===== config.mk =====
export PLATFORM = sky130hd
export DESIGN_NAME = seq_clock_counters
export DESIGN_NICKNAME = d
export VERILOG_FILES = /design/src/logic/seq_clock_pkg.sv /design/src/logic/seq_clock_counters.sv
export VERILOG_INCLUDE_DIRS = /design/src /design/src/logic
export SDC_FILE = /design/constraint.sdc
export NUM_CORES = 1
export LEC_CHECK = 0
export ABC_AREA = 1
export BUFFER_PORTS_ARGS = -buffer_cell sky130_fd_sc_hd__buf_2
export CAP_MARGIN = 20
export CORE_ASPECT_RATIO = 0.7
export CORE_MARGIN = 2
export CORE_UTILIZATION = 55
export DETAILED_ROUTE_END_ITERATION = 6
export HOLD_SLACK_MARGIN = 0.06
export PLACE_DENSITY = 0.74
export SETUP_SLACK_MARGIN = 0.5
export SLEW_MARGIN = 20
export SYNTH_ARGS = -nofsm -noshare
export SYNTH_HDL_FRONTEND = slang
export SYNTH_SLANG_ARGS = --single-unit

===== constraint.sdc =====
create_clock -name pclk -period 3.5 [get_ports pclk]
set_clock_uncertainty 0.1 [all_clocks]
set_input_delay 0.7 -clock pclk [delete_from_list [all_inputs] [get_ports pclk]]
set_output_delay 0.7 -clock pclk [all_outputs]
set_load 0.03 [all_outputs]

===== src/logic/seq_clock_regs.svh =====
// Register map, reset values and timing counts of the sequencer clock block.
// Assumes a 32-bit APB slave with one aligned word per register.
`ifndef SEQ_CLOCK_REGS_SVH
`define SEQ_CLOCK_REGS_SVH

// Register byte offsets
`define SECONDS_COUNTER_OFS    12'h000
`define SCAN_COUNTER_OFS       12'h004
`define CURRENT_SCAN_TIME_OFS  12'h008
`define MINIMUM_SCAN_TIME_OFS  12'h00C
`define MAXIMUM_SCAN_TIME_OFS  12'h010
`define PROG_CLOCK_SETTING_OFS 12'h014
`define RELAY_STATUS_OFS       12'h018

// Reset and limit values
`define PROG_CLOCK_SETTING_RST 16'h001E
`define PROG_CLOCK_SETTING_MIN 16'h0001
`define PROG_CLOCK_SETTING_MAX 16'h7FFF
`define SCAN_TIME_SAT          16'hFFFF
`define MIN_SCAN_TIME_RST      16'hFFFF

// Half periods and the second length in ms, counted on the 1 ms timebase tick
`define TENTH_HALF_MS          16'd50
`define FIFTH_HALF_MS          16'd100
`define ONE_HALF_MS            16'd500
`define TWO_HALF_MS            16'd1000
`define MS_PER_SECOND          16'd1000

// Relay status register field positions
`define RS_CONST_TRUE_BIT      0
`define RS_CONST_FALSE_BIT     1
`define RS_FIRST_ON_BIT        2
`define RS_FIRST_OFF_BIT       3
`define RS_TENTH_BIT           4
`define RS_FIFTH_BIT           5
`define RS_ONE_BIT             6
`define RS_TWO_BIT             7
`define RS_PROG_BIT            8
`define RS_OVERHEAT_BIT        9
`define RS_RESTART_OK_BIT      10

`endif


===== src/logic/seq_clock_pkg.sv =====
// Types shared by the sequencer clock block and its bench.
// Assumes the register header carries all numeric constants.
package seq_clock_pkg;

    typedef enum logic [1:0] {
        RUN_STOPPED = 2'b00,
        RUN_FIRST   = 2'b01,
        RUN_STEADY  = 2'b10
    } run_state_e;

    typedef enum logic [2:0] {
        STOP_NONE        = 3'b000,
        STOP_RESET       = 3'b001,
        STOP_PROGRAM_END = 3'b010,
        STOP_BLOCK_STOP  = 3'b011,
        STOP_FEED_HOLD   = 3'b100
    } stop_cause_e;

    typedef struct packed {
        logic overheat_warning_relay;
        logic programmable_clock_relay;
        logic two_second_clock_relay;
        logic one_second_clock_relay;
        logic fifth_second_clock_relay;
        logic tenth_second_clock_relay;
        logic first_scan_off_relay;
        logic first_scan_on_relay;
        logic constant_false_relay;
        logic constant_true_relay;
    } relays_s;

endpackage : seq_clock_pkg


===== src/logic/seq_clock_counters.sv =====
// Special relays, square-wave clocks, counters and scan timing of a sequencer.
// Assumes synchronous inputs, a one-cycle end_of_scan strobe and a one-cycle
// ms_tick every millisecond from a free-running timebase.
//
// Contract
// Constant true and false relays, refreshed
// First-scan-on high for first scan only
// First-scan-off low for first scan only
// Fixed clocks halve at 50/100/500/1000 ms
// Clock relays keep toggling while stopped
// Clock relays start low after reset
// Programmable clock half period n seconds
// Setting defaults 30, limited 1..32767
// Seconds counter counts while running, wraps
// Scan counter counts scans, wraps signed
// Current scan time in ms, saturating
// Minimum scan time kept at each end
// Maximum scan time excludes first scan
// Overheat warning follows alarm
// Overheat blocks restart after reset/program end
// Scans from strobe, time from ms tick
//
// The register addresses and the APB register port were left to the implementer.
`timescale 1ns/1ps
`include "seq_clock_regs.svh"

module seq_clock_counters (
    input  wire logic                       pclk,
    input  wire logic                       presetn,
    input  wire logic                       psel,
    input  wire logic                       penable,
    input  wire logic                       pwrite,
    input  wire logic [11:0]                paddr,
    input  wire logic [31:0]                pwdata,
    output logic      [31:0]                prdata,
    output logic                            pready,
    output logic                            pslverr,
    input  wire logic                       run,
    input  wire logic                       end_of_scan,
    input  wire logic                       ms_tick,
    input  wire logic                       overheat_alarm,
    input  wire logic                       auto_running,
    input  wire seq_clock_pkg::stop_cause_e stop_cause,
    output seq_clock_pkg::relays_s          relays,
    output logic                            restart_permit
);
    import seq_clock_pkg::*;

    run_state_e  run_state_reg;
    logic        run_prev_reg;
    logic [15:0] tenth_cnt_reg;
    logic [15:0] fifth_cnt_reg;
    logic [15:0] one_cnt_reg;
    logic [15:0] two_cnt_reg;
    logic [15:0] sec_ms_cnt_reg;
    logic [15:0] prog_sec_cnt_reg;
    logic [15:0] seconds_counter_reg;
    logic [15:0] scan_counter_reg;
    logic [15:0] scan_ms_reg;
    logic [15:0] current_scan_time_reg;
    logic [15:0] minimum_scan_time_reg;
    logic [15:0] maximum_scan_time_reg;
    logic [15:0] prog_clock_setting_reg;
    logic        min_valid_reg;
    logic        const_true_reg;
    logic        const_false_reg;
    logic        first_on_reg;
    logic        first_off_reg;
    logic        tenth_clk_reg;
    logic        fifth_clk_reg;
    logic        one_clk_reg;
    logic        two_clk_reg;
    logic        prog_clk_reg;
    logic        overheat_reg;
    stop_cause_e last_stop_reg;
    logic        second_tick;
    logic        run_rise;
    logic        bus_access;
    logic        wr_fire;
    logic [15:0] scan_time_next;
    logic [15:0] prog_setting_next;
    logic [31:0] rd_next;
    logic        rd_err_next;

    // Plain 16-bit step; wraps 7FFF to 8000 and FFFF to 0000 by nature
    function automatic logic [15:0] inc16(input logic [15:0] val);
        inc16 = val + 16'd1;
    endfunction : inc16

    // Half-period counter: true when the count has reached its last tick
    function automatic logic half_done(input logic [15:0] cnt, input logic [15:0] half);
        half_done = (cnt == half - 16'd1);
    endfunction : half_done

    function automatic logic [15:0] half_step(input logic [15:0] cnt, input logic [15:0] half);
        half_step = half_done(cnt, half) ? 16'd0 : inc16(cnt);
    endfunction : half_step

    // Only writable word
    function automatic logic setting_addr(input logic [11:0] addr);
        setting_addr = (addr == `PROG_CLOCK_SETTING_OFS);
    endfunction : setting_addr

    assign run_rise    = run && !run_prev_reg;
    assign second_tick = ms_tick && half_done(sec_ms_cnt_reg, `MS_PER_SECOND);
    assign bus_access  = psel && penable;
    assign wr_fire     = bus_access && pready && pwrite;

    // One flop per relay, with related relays sharing a process; the port is pure wiring
    assign relays = {
        overheat_reg,
        prog_clk_reg,
        two_clk_reg,
        one_clk_reg,
        fifth_clk_reg,
        tenth_clk_reg,
        first_off_reg,
        first_on_reg,
        const_false_reg,
        const_true_reg
    };

    // Run state machine
    always_ff @(posedge pclk or negedge presetn) begin
        if (!presetn) begin
            run_prev_reg  <= 1'b0;
            run_state_reg <= RUN_STOPPED;
        end else begin
            run_prev_reg <= run;
            case (run_state_reg)
                RUN_STOPPED: begin
                    if (run_rise) begin
                        run_state_reg <= RUN_FIRST;
                    end
                end
                RUN_FIRST: begin
                    if (!run) begin
                        run_state_reg <= RUN_STOPPED;
                    // scan boundary strobe
                    end else if (end_of_scan) begin
                        run_state_reg <= RUN_STEADY;
                    end
                end
                RUN_STEADY: begin
                    if (!run) begin
                        run_state_reg <= RUN_STOPPED;
                    end
                end
                default: begin
                    run_state_reg <= RUN_STOPPED;
                end
            endcase
        end
    end

    // Constant and first-scan relays
    always_ff @(posedge pclk or negedge presetn) begin
        if (!presetn) begin
            const_true_reg  <= 1'b1;
            const_false_reg <= 1'b0;
            first_on_reg    <= 1'b0;
            first_off_reg   <= 1'b0;
        end else begin
            // refresh at end
            if (end_of_scan) begin
                const_true_reg  <= 1'b1;
                const_false_reg <= 1'b0;
            end
            // on for first scan
            // off for first scan
            if (run_rise) begin
                first_on_reg  <= 1'b1;
                first_off_reg <= 1'b0;
            end else if (end_of_scan && run_state_reg == RUN_FIRST) begin
                first_on_reg  <= 1'b0;
                first_off_reg <= 1'b1;
            end
        end
    end

    // Fixed square-wave clocks; run state is ignored on purpose
    always_ff @(posedge pclk or negedge presetn) begin
        if (!presetn) begin
            tenth_cnt_reg <= 16'h0000;
            fifth_cnt_reg <= 16'h0000;
            one_cnt_reg   <= 16'h0000;
            two_cnt_reg   <= 16'h0000;
            // start from low
            tenth_clk_reg <= 1'b0;
            fifth_clk_reg <= 1'b0;
            one_clk_reg   <= 1'b0;
            two_clk_reg   <= 1'b0;
        // free-running, even stopped
        end else if (ms_tick) begin
            // fixed half periods
            tenth_cnt_reg <= half_step(tenth_cnt_reg, `TENTH_HALF_MS);
            fifth_cnt_reg <= half_step(fifth_cnt_reg, `FIFTH_HALF_MS);
            one_cnt_reg   <= half_step(one_cnt_reg, `ONE_HALF_MS);
            two_cnt_reg   <= half_step(two_cnt_reg, `TWO_HALF_MS);
            if (half_done(tenth_cnt_reg, `TENTH_HALF_MS)) begin
                tenth_clk_reg <= !tenth_clk_reg;
            end
            if (half_done(fifth_cnt_reg, `FIFTH_HALF_MS)) begin
                fifth_clk_reg <= !fifth_clk_reg;
            end
            if (half_done(one_cnt_reg, `ONE_HALF_MS)) begin
                one_clk_reg <= !one_clk_reg;
            end
            if (half_done(two_cnt_reg, `TWO_HALF_MS)) begin
                two_clk_reg <= !two_clk_reg;
            end
        end
    end

    // Programmable clock, stepped by the free-running second tick
    always_ff @(posedge pclk or negedge presetn) begin
        if (!presetn) begin
            sec_ms_cnt_reg   <= 16'h0000;
            prog_sec_cnt_reg <= 16'h0000;
            prog_clk_reg     <= 1'b0;
        end else begin
            if (ms_tick) begin
                sec_ms_cnt_reg <= half_step(sec_ms_cnt_reg, `MS_PER_SECOND);
            end
            // half period n seconds
            if (second_tick) begin
                // Compare with >= so a smaller new setting takes effect at once
                if (inc16(prog_sec_cnt_reg) >= prog_clock_setting_reg) begin
                    prog_sec_cnt_reg <= 16'h0000;
                    prog_clk_reg     <= !prog_clk_reg;
                end else begin
                    prog_sec_cnt_reg <= inc16(prog_sec_cnt_reg);
                end
            end
        end
    end

    // Seconds and scan counters; 16-bit adds wrap 7FFF to 8000 by nature
    always_ff @(posedge pclk or negedge presetn) begin
        if (!presetn) begin
            seconds_counter_reg <= 16'h0000;
            scan_counter_reg    <= 16'h0000;
        end else begin
            // count while running
            if (second_tick && run_state_reg != RUN_STOPPED) begin
                seconds_counter_reg <= inc16(seconds_counter_reg);
            end
            // count each scan
            if (end_of_scan && run_state_reg != RUN_STOPPED) begin
                scan_counter_reg <= inc16(scan_counter_reg);
            end
        end
    end

    // Elapsed time of the scan in progress, saturating
    always_comb begin
        scan_time_next = scan_ms_reg;
        if (ms_tick && scan_ms_reg != `SCAN_TIME_SAT) begin
            scan_time_next = inc16(scan_ms_reg);
        end
    end

    // Scan timing
    always_ff @(posedge pclk or negedge presetn) begin
        if (!presetn) begin
            scan_ms_reg           <= 16'h0000;
            current_scan_time_reg <= 16'h0000;
            minimum_scan_time_reg <= `MIN_SCAN_TIME_RST;
            maximum_scan_time_reg <= 16'h0000;
            min_valid_reg         <= 1'b0;
        end else begin
            // ms timebase measures scan
            if (run_rise || end_of_scan) begin
                scan_ms_reg <= 16'h0000;
            end else begin
                scan_ms_reg <= scan_time_next;
            end
            if (end_of_scan && run_state_reg != RUN_STOPPED) begin
                // store last scan time
                current_scan_time_reg <= scan_time_next;
                // track smallest scan
                if (!min_valid_reg || scan_time_next < minimum_scan_time_reg) begin
                    minimum_scan_time_reg <= scan_time_next;
                end
                min_valid_reg <= 1'b1;
                // first scan excluded
                if (run_state_reg == RUN_STEADY && scan_time_next > maximum_scan_time_reg) begin
                    maximum_scan_time_reg <= scan_time_next;
                end
            end
        end
    end

    // Overheat and restart gating
    always_ff @(posedge pclk or negedge presetn) begin
        if (!presetn) begin
            overheat_reg   <= 1'b0;
            last_stop_reg  <= STOP_NONE;
            restart_permit <= 1'b1;
        end else begin
            // follow alarm
            overheat_reg <= overheat_alarm;
            if (stop_cause != STOP_NONE) begin
                last_stop_reg <= stop_cause;
            end
            // block reset/end restart
            // A running cycle is never cut; only a fresh start is gated
            restart_permit <= auto_running || !overheat_alarm
                              || (last_stop_reg != STOP_RESET && last_stop_reg != STOP_PROGRAM_END);
        end
    end

    // Setting write with clamp into the legal range
    always_comb begin
        prog_setting_next = pwdata[15:0];
        if (pwdata[15:0] < `PROG_CLOCK_SETTING_MIN) begin
            prog_setting_next = `PROG_CLOCK_SETTING_MIN;
        end else if (pwdata[15:0] > `PROG_CLOCK_SETTING_MAX) begin
            prog_setting_next = `PROG_CLOCK_SETTING_MAX;
        end
    end

    always_ff @(posedge pclk or negedge presetn) begin
        if (!presetn) begin
            // default 30
            prog_clock_setting_reg <= `PROG_CLOCK_SETTING_RST;
        end else if (wr_fire && setting_addr(paddr)) begin
            // clamp 1..32767
            prog_clock_setting_reg <= prog_setting_next;
        end
    end

    // Read decode
    always_comb begin
        rd_next     = 32'h0000_0000;
        rd_err_next = 1'b0;
        if (paddr == `SECONDS_COUNTER_OFS) begin
            rd_next[15:0] = seconds_counter_reg;
        end else if (paddr == `SCAN_COUNTER_OFS) begin
            rd_next[15:0] = scan_counter_reg;
        end else if (paddr == `CURRENT_SCAN_TIME_OFS) begin
            rd_next[15:0] = current_scan_time_reg;
        end else if (paddr == `MINIMUM_SCAN_TIME_OFS) begin
            rd_next[15:0] = min_valid_reg ? minimum_scan_time_reg : 16'h0000;
        end else if (paddr == `MAXIMUM_SCAN_TIME_OFS) begin
            rd_next[15:0] = maximum_scan_time_reg;
        end else if (setting_addr(paddr)) begin
            rd_next[15:0] = prog_clock_setting_reg;
        end else if (paddr == `RELAY_STATUS_OFS) begin
            rd_next[`RS_OVERHEAT_BIT:`RS_CONST_TRUE_BIT] = relays;
            rd_next[`RS_RESTART_OK_BIT]                  = restart_permit;
        end else begin
            rd_err_next = 1'b1;
        end
        // Read-only registers refuse writes
        if (pwrite && !setting_addr(paddr)) begin
            rd_err_next = 1'b1;
        end
    end

    // APB answer: one wait state so every output comes from a flop
    always_ff @(posedge pclk or negedge presetn) begin
        if (!presetn) begin
            pready  <= 1'b0;
            pslverr <= 1'b0;
            prdata  <= 32'h0000_0000;
        end else begin
            pready  <= bus_access && !pready;
            pslverr <= bus_access && !pready && rd_err_next;
            if (bus_access && !pready && !pwrite) begin
                prdata <= rd_next;
            end
        end
    end

endmodule : seq_clock_counters


==> results <==
- The standard-cell row count is 47.
- The number of cells produced by synthesis is 1,593.
- The worst path in the final design needs a cycle of between 3 and 4 ns, including I/O delays and setup.
- At the worst endpoint, the required time is around 3.8 ns.
- The final worst slack is -0.1317 ns.
- The congestion estimate from routability-driven global placement came to around 0.94.
- The total number of vias is approximately 12,000.
- The max capacitance violation total is 0.
- The worst setup path is captured at a register.
- OpenSTA, run right after detailed placement, puts the worst setup slack at -0.01404 ns.
- The power density over the cells is ~480 mW/mm².
- Overall power consumption after layout is estimated at a little under 8 mW.
- The first-pass GRT wire length is slightly below 60,000 µm.
- Entering global routing, the biggest net connects 87 pins.
- The kind of path behind the tightest hold check is in2async.
- The hold-fix buffer count after cts is 0.
- The number of fill cells is between 1,500 and 2,000.
- The combined global-route utilization of all metal layers is about 29%.
- Each instance of the synthesized netlist takes up on average roughly 8.4 µm².
- The sequential cell area is ~0.0061 mm².
- STA classifies the critical path startpoint as a register.
- The number of buffers between clock root and the deepest sink is 3.
- The global-route congestion overflow total is 0.
- The clock tree from TritonCTS is yes.
- The post-synthesis instance area is roughly 0.013 mm².
- The total core area is 0.02376 mm².
- The floorplan die area is between 0.02 and 0.03 mm².
- The post-synthesis cell type count is 60.
- Headroom to the max-slew limit came out at between 30% and 40%.
- The final-stage net count is between 1,500 and 2,000.
- The total count of hold-check failures in the final report was 0.
- For this run, design rule violations remaining after detail routing come to 0.
- The launching point of the worst reg2reg path is scan_ms_reg[4]$_DFF_PN0_.
- In this run the count of I/O pins placed on the die edge is about 100.
- Summing all multi-input logic gate instances after layout gives between 0.006 and 0.007 mm².
- The post-route cell area is approximately 0.017 mm².
- The count of pins over their slew limit is 0.
- For this run, the number of standard cells in the final layout without fillers is about 2,100.
- The worst-case IR drop observed on VDD is ~0.42 mV.
- The run finished, with violations left.
- In this run the worst path has a maximum fanout of 8.
- The register clock-pin slew on the reported worst setup and hold paths is around 0.060 ns.
- The cell area after placement is approximately 0.014 mm².
- The async set-reset flop share out of synthesis is 100.0%.
- The leakage power summed over all cells is about 7.9 nW.
- The clock latency on the worst-skew pair is 0.54 ns.
- The total of buffers placed on input and output ports is 67.
- The post-route core utilization is 69.55%.
- The final reports fail on setup timing.
- The total wirelength of the detailed-routed design is roughly 38,000 µm.
- The number of endpoints failing setup at the final stage is 18.
- STA puts the critical path data arrival time at slightly below 4 ns.
- The wire length per cell after detailed routing is ~18 µm.
- The count of warnings emitted by yosys is 0.
- For this run, the top clock speed supported by timing is approximately 280 MHz.
- The depth of the CTS H-tree is 1.
- The count of nets left with antenna violations after detail routing is 0.
- The clock net in this run drives a total of 242 sinks.
- After detailed placement, the design holds a cell count of roughly 2,000.
- The critical path is of the reg2reg type.
- The horizontal extent of the die is 190.5 µm.
- The slew at the pin closest to its max-slew limit is around 0.9 ns.
- The accumulated negative setup slack is -1.542 ns.
- Setup repair after global routing could not meet its margin everywhere.
- The half-perimeter wire length of the detailed placement result is around 25,000 µm.
- Yosys mapped a number of flops with a built-in enable equal to 0.
- The count of cells along the worst register-to-register path is 20.
- Setup slack on the worst reg-to-reg path comes out at -0.13 ns.
- From bottom edge to top edge, the die measures 134.5 µm.
- The root buffer cell is sky130_fd_sc_hd__clkbuf_16.
- The dominant register cell in the synthesized netlist is sky130_fd_sc_hd__dfrtp_1.
- The synthesized design contains about 240 register bits.
- The capturing point of the worst reg2reg path is maximum_scan_time_reg[10]$_DFFE_PN0P_.
- The number of global-route vias before repair is about 11,000.
- The share of cells above drive strength 1 is around 25%.
- The register area share after synthesis is about 45%.
- The number of antenna violations at the first check in global routing came to 0.
- The post-route clock period utilization is 103.8%.
- The total iterations of the first detailed-routing run is 7.
- The most critical setup path has its startpoint at scan_ms_reg[4]$_DFF_PN0_.
- The starting density of the core is between 50% and 60%.
- Hold timing on the final database bottoms out at a slack of about 0.043 ns.
- After the first detailed-routing iteration, the DRC count stood at 1,355.
- The number of inserted diodes is 0.
- Relative to the synthesized area, the layout overhead comes to 23.41%.
- The via density per instance is around 5.6.
- The number of clock buffers added by TritonCTS is 25.
==> critical path, stage by stage (launching register included) <==
cell,delay [ns]
sky130_fd_sc_hd__dfrtp_1,0.42
sky130_fd_sc_hd__nand2_1,0.14
sky130_fd_sc_hd__nor2_2,0.19
sky130_fd_sc_hd__nand2_1,0.14
sky130_fd_sc_hd__o21ai_4,0.22
sky130_fd_sc_hd__nor2_4,0.07
sky130_fd_sc_hd__buf_6,0.12
sky130_fd_sc_hd__buf_6,0.12
sky130_fd_sc_hd__nand3_4,0.06
sky130_fd_sc_hd__xor2_2,0.18
sky130_fd_sc_hd__inv_2,0.08
sky130_fd_sc_hd__ha_4,0.27
sky130_fd_sc_hd__nand4_1,0.10
sky130_fd_sc_hd__o21bai_1,0.19
sky130_fd_sc_hd__o211ai_1,0.17
sky130_fd_sc_hd__nand2_2,0.08
sky130_fd_sc_hd__o211ai_1,0.20
sky130_fd_sc_hd__nand2_2,0.18
sky130_fd_sc_hd__buf_12,0.19
sky130_fd_sc_hd__buf_12,0.14
sky130_fd_sc_hd__o21ai_1,0.17
==> layout by cell type (no fill, tap or decap), types with 8 or more instances in the layout <==
master,netlist,layout
sky130_fd_sc_hd__nor2_1,152,145
sky130_fd_sc_hd__nor4_1,22,22
sky130_fd_sc_hd__nand3_2,2,18
sky130_fd_sc_hd__o21ai_0,82,61
sky130_fd_sc_hd__nor3_2,10,10
sky130_fd_sc_hd__ha_4,0,8
sky130_fd_sc_hd__nand3_1,97,76
sky130_fd_sc_hd__inv_2,13,22
sky130_fd_sc_hd__buf_4,27,74
sky130_fd_sc_hd__nand2_4,1,12
sky130_fd_sc_hd__xor2_1,74,67
sky130_fd_sc_hd__ha_1,57,47
sky130_fd_sc_hd__o21ai_2,1,10
sky130_fd_sc_hd__buf_12,1,9
sky130_fd_sc_hd__dfrtp_1,221,220
sky130_fd_sc_hd__xnor2_1,22,18
sky130_fd_sc_hd__o221ai_1,9,9
sky130_fd_sc_hd__nand2_1,283,251
sky130_fd_sc_hd__o21ai_1,5,15
sky130_fd_sc_hd__dfstp_2,21,21
sky130_fd_sc_hd__buf_6,2,13
sky130_fd_sc_hd__nor2_2,11,14
sky130_fd_sc_hd__clkbuf_16,0,25
sky130_fd_sc_hd__nor3_1,34,28
sky130_fd_sc_hd__a31oi_1,8,8
sky130_fd_sc_hd__nand2_2,26,46
sky130_fd_sc_hd__buf_2,1,66
sky130_fd_sc_hd__conb_1,2,18
sky130_fd_sc_hd__inv_1,222,212
sky130_fd_sc_hd__a21oi_1,53,51
sky130_fd_sc_hd__nand4_1,29,29
==> report_power, final <==
group / total [mW] / switching, mW / internal, mW / leakage, nW
Clock: 2.75 / 1.14 / 1.61 / 0.416
Sequential: 3.46 / 0.328 / 3.13 / 3.02
Combinational: 1.72 / 1.03 / 0.686 / 4.49
==> cell type report <==
type / count / area share, %
multi-input combinational: 1073 / 41.94
sequential: 242 / 36.81
timing repair buffer: 170 / 8.367
inverter: 237 / 5.414
clock buffer: 34 / 4.172
tap: 318 / 2.408
clock inverter: 12 / 0.8859
==> kinds of logic (layout without fill, tap and decap cells) <==
group,count (synthesis),in the layout,share of synthesized area [%]
AO/OA/AOI/OAI,207,207,9.120
buffers and inverters,295,453,9.288
flip-flops,242,242,45.42
XOR/XNOR,96,96,6.279
AND/OR/NAND/NOR,693,694,24.43
other,2,18,0.05609
adder cells (fa/ha/maj),57,57,5.326
multiplexers,1,1,0.08409
==> layer usage <==
metal	up-vias	part of all wire [%]	track usage, %
met1	5638	45	42.66
met5	-	0	0
li1	5480	-	-
met3	89	9.6	7.199
met2	502	43	42.89
met4	0	2.5	6.503
==> synth_stat cells, types with 2 or more instances <==
library cell / n / area (µm²)
sky130_fd_sc_hd__o211ai_1: 6 / 45.04
sky130_fd_sc_hd__nand3_2: 2 / 20.02
sky130_fd_sc_hd__nand3_1: 97 / 485.5
sky130_fd_sc_hd__or2_2: 3 / 18.77
sky130_fd_sc_hd__nor2_4: 3 / 33.78
sky130_fd_sc_hd__nand3_4: 2 / 35.03
sky130_fd_sc_hd__ha_1: 57 / 713.2
sky130_fd_sc_hd__conb_1: 2 / 7.510
sky130_fd_sc_hd__xnor2_1: 22 / 192.7
sky130_fd_sc_hd__inv_2: 13 / 48.80
sky130_fd_sc_hd__nor4_1: 22 / 137.6
sky130_fd_sc_hd__xor2_1: 74 / 648.1
sky130_fd_sc_hd__a221oi_1: 7 / 61.31
sky130_fd_sc_hd__buf_6: 2 / 22.52
sky130_fd_sc_hd__o2111ai_1: 5 / 43.79
sky130_fd_sc_hd__nor2_1: 152 / 570.6
sky130_fd_sc_hd__nor3_2: 10 / 100.1
sky130_fd_sc_hd__o21ai_0: 82 / 410.4
sky130_fd_sc_hd__nor4_4: 2 / 42.54
sky130_fd_sc_hd__clkbuf_1: 27 / 101.4
sky130_fd_sc_hd__o22ai_1: 11 / 68.82
sky130_fd_sc_hd__nor3_1: 34 / 170.2
sky130_fd_sc_hd__dfstp_2: 21 / 551.8
sky130_fd_sc_hd__o221ai_1: 9 / 78.83
sky130_fd_sc_hd__inv_1: 222 / 833.3
sky130_fd_sc_hd__nand2_2: 26 / 162.7
sky130_fd_sc_hd__o21ai_1: 5 / 25.02
sky130_fd_sc_hd__nor2_2: 11 / 68.82
sky130_fd_sc_hd__nor4_2: 3 / 37.54
sky130_fd_sc_hd__o21bai_1: 3 / 22.52
sky130_fd_sc_hd__dfrtp_1: 221 / 5530
sky130_fd_sc_hd__and3_1: 2 / 12.51
sky130_fd_sc_hd__nor3b_1: 6 / 45.04
sky130_fd_sc_hd__a31oi_1: 8 / 50.05
sky130_fd_sc_hd__nand2_1: 283 / 1062
sky130_fd_sc_hd__o31ai_1: 3 / 22.52
sky130_fd_sc_hd__a211oi_1: 5 / 37.54
sky130_fd_sc_hd__o21a_1: 2 / 15.01
sky130_fd_sc_hd__nand4_1: 29 / 181.4
sky130_fd_sc_hd__a21oi_1: 53 / 265.3
sky130_fd_sc_hd__buf_4: 27 / 202.7
==> timing repair <==
item,CTS,global route
buffers inserted,46,15
resized for setup,154,50
endpoints found under the setup margin,49,49
pin swaps,70,26
gates cloned,6,0
==> worst max-delay path by stage <==
stage	to	cells after the start	slack, ns
after global placement	maximum_scan_time_reg[14]$_DFFE_PN0P_	16	0.1
final	maximum_scan_time_reg[10]$_DFFE_PN0P_	20	-0.13
after detailed placement	maximum_scan_time_reg[3]$_DFFE_PN0P_	15	-0.01
after floorplan	maximum_scan_time_reg[4]$_DFFE_PN0P_	18	0.48
after CTS	maximum_scan_time_reg[9]$_DFFE_PN0P_	22	0.12
after global routing	maximum_scan_time_reg[7]$_DFFE_PN0P_	20	-0.28
No activity file was read; power rests on OpenSTA's default activity.
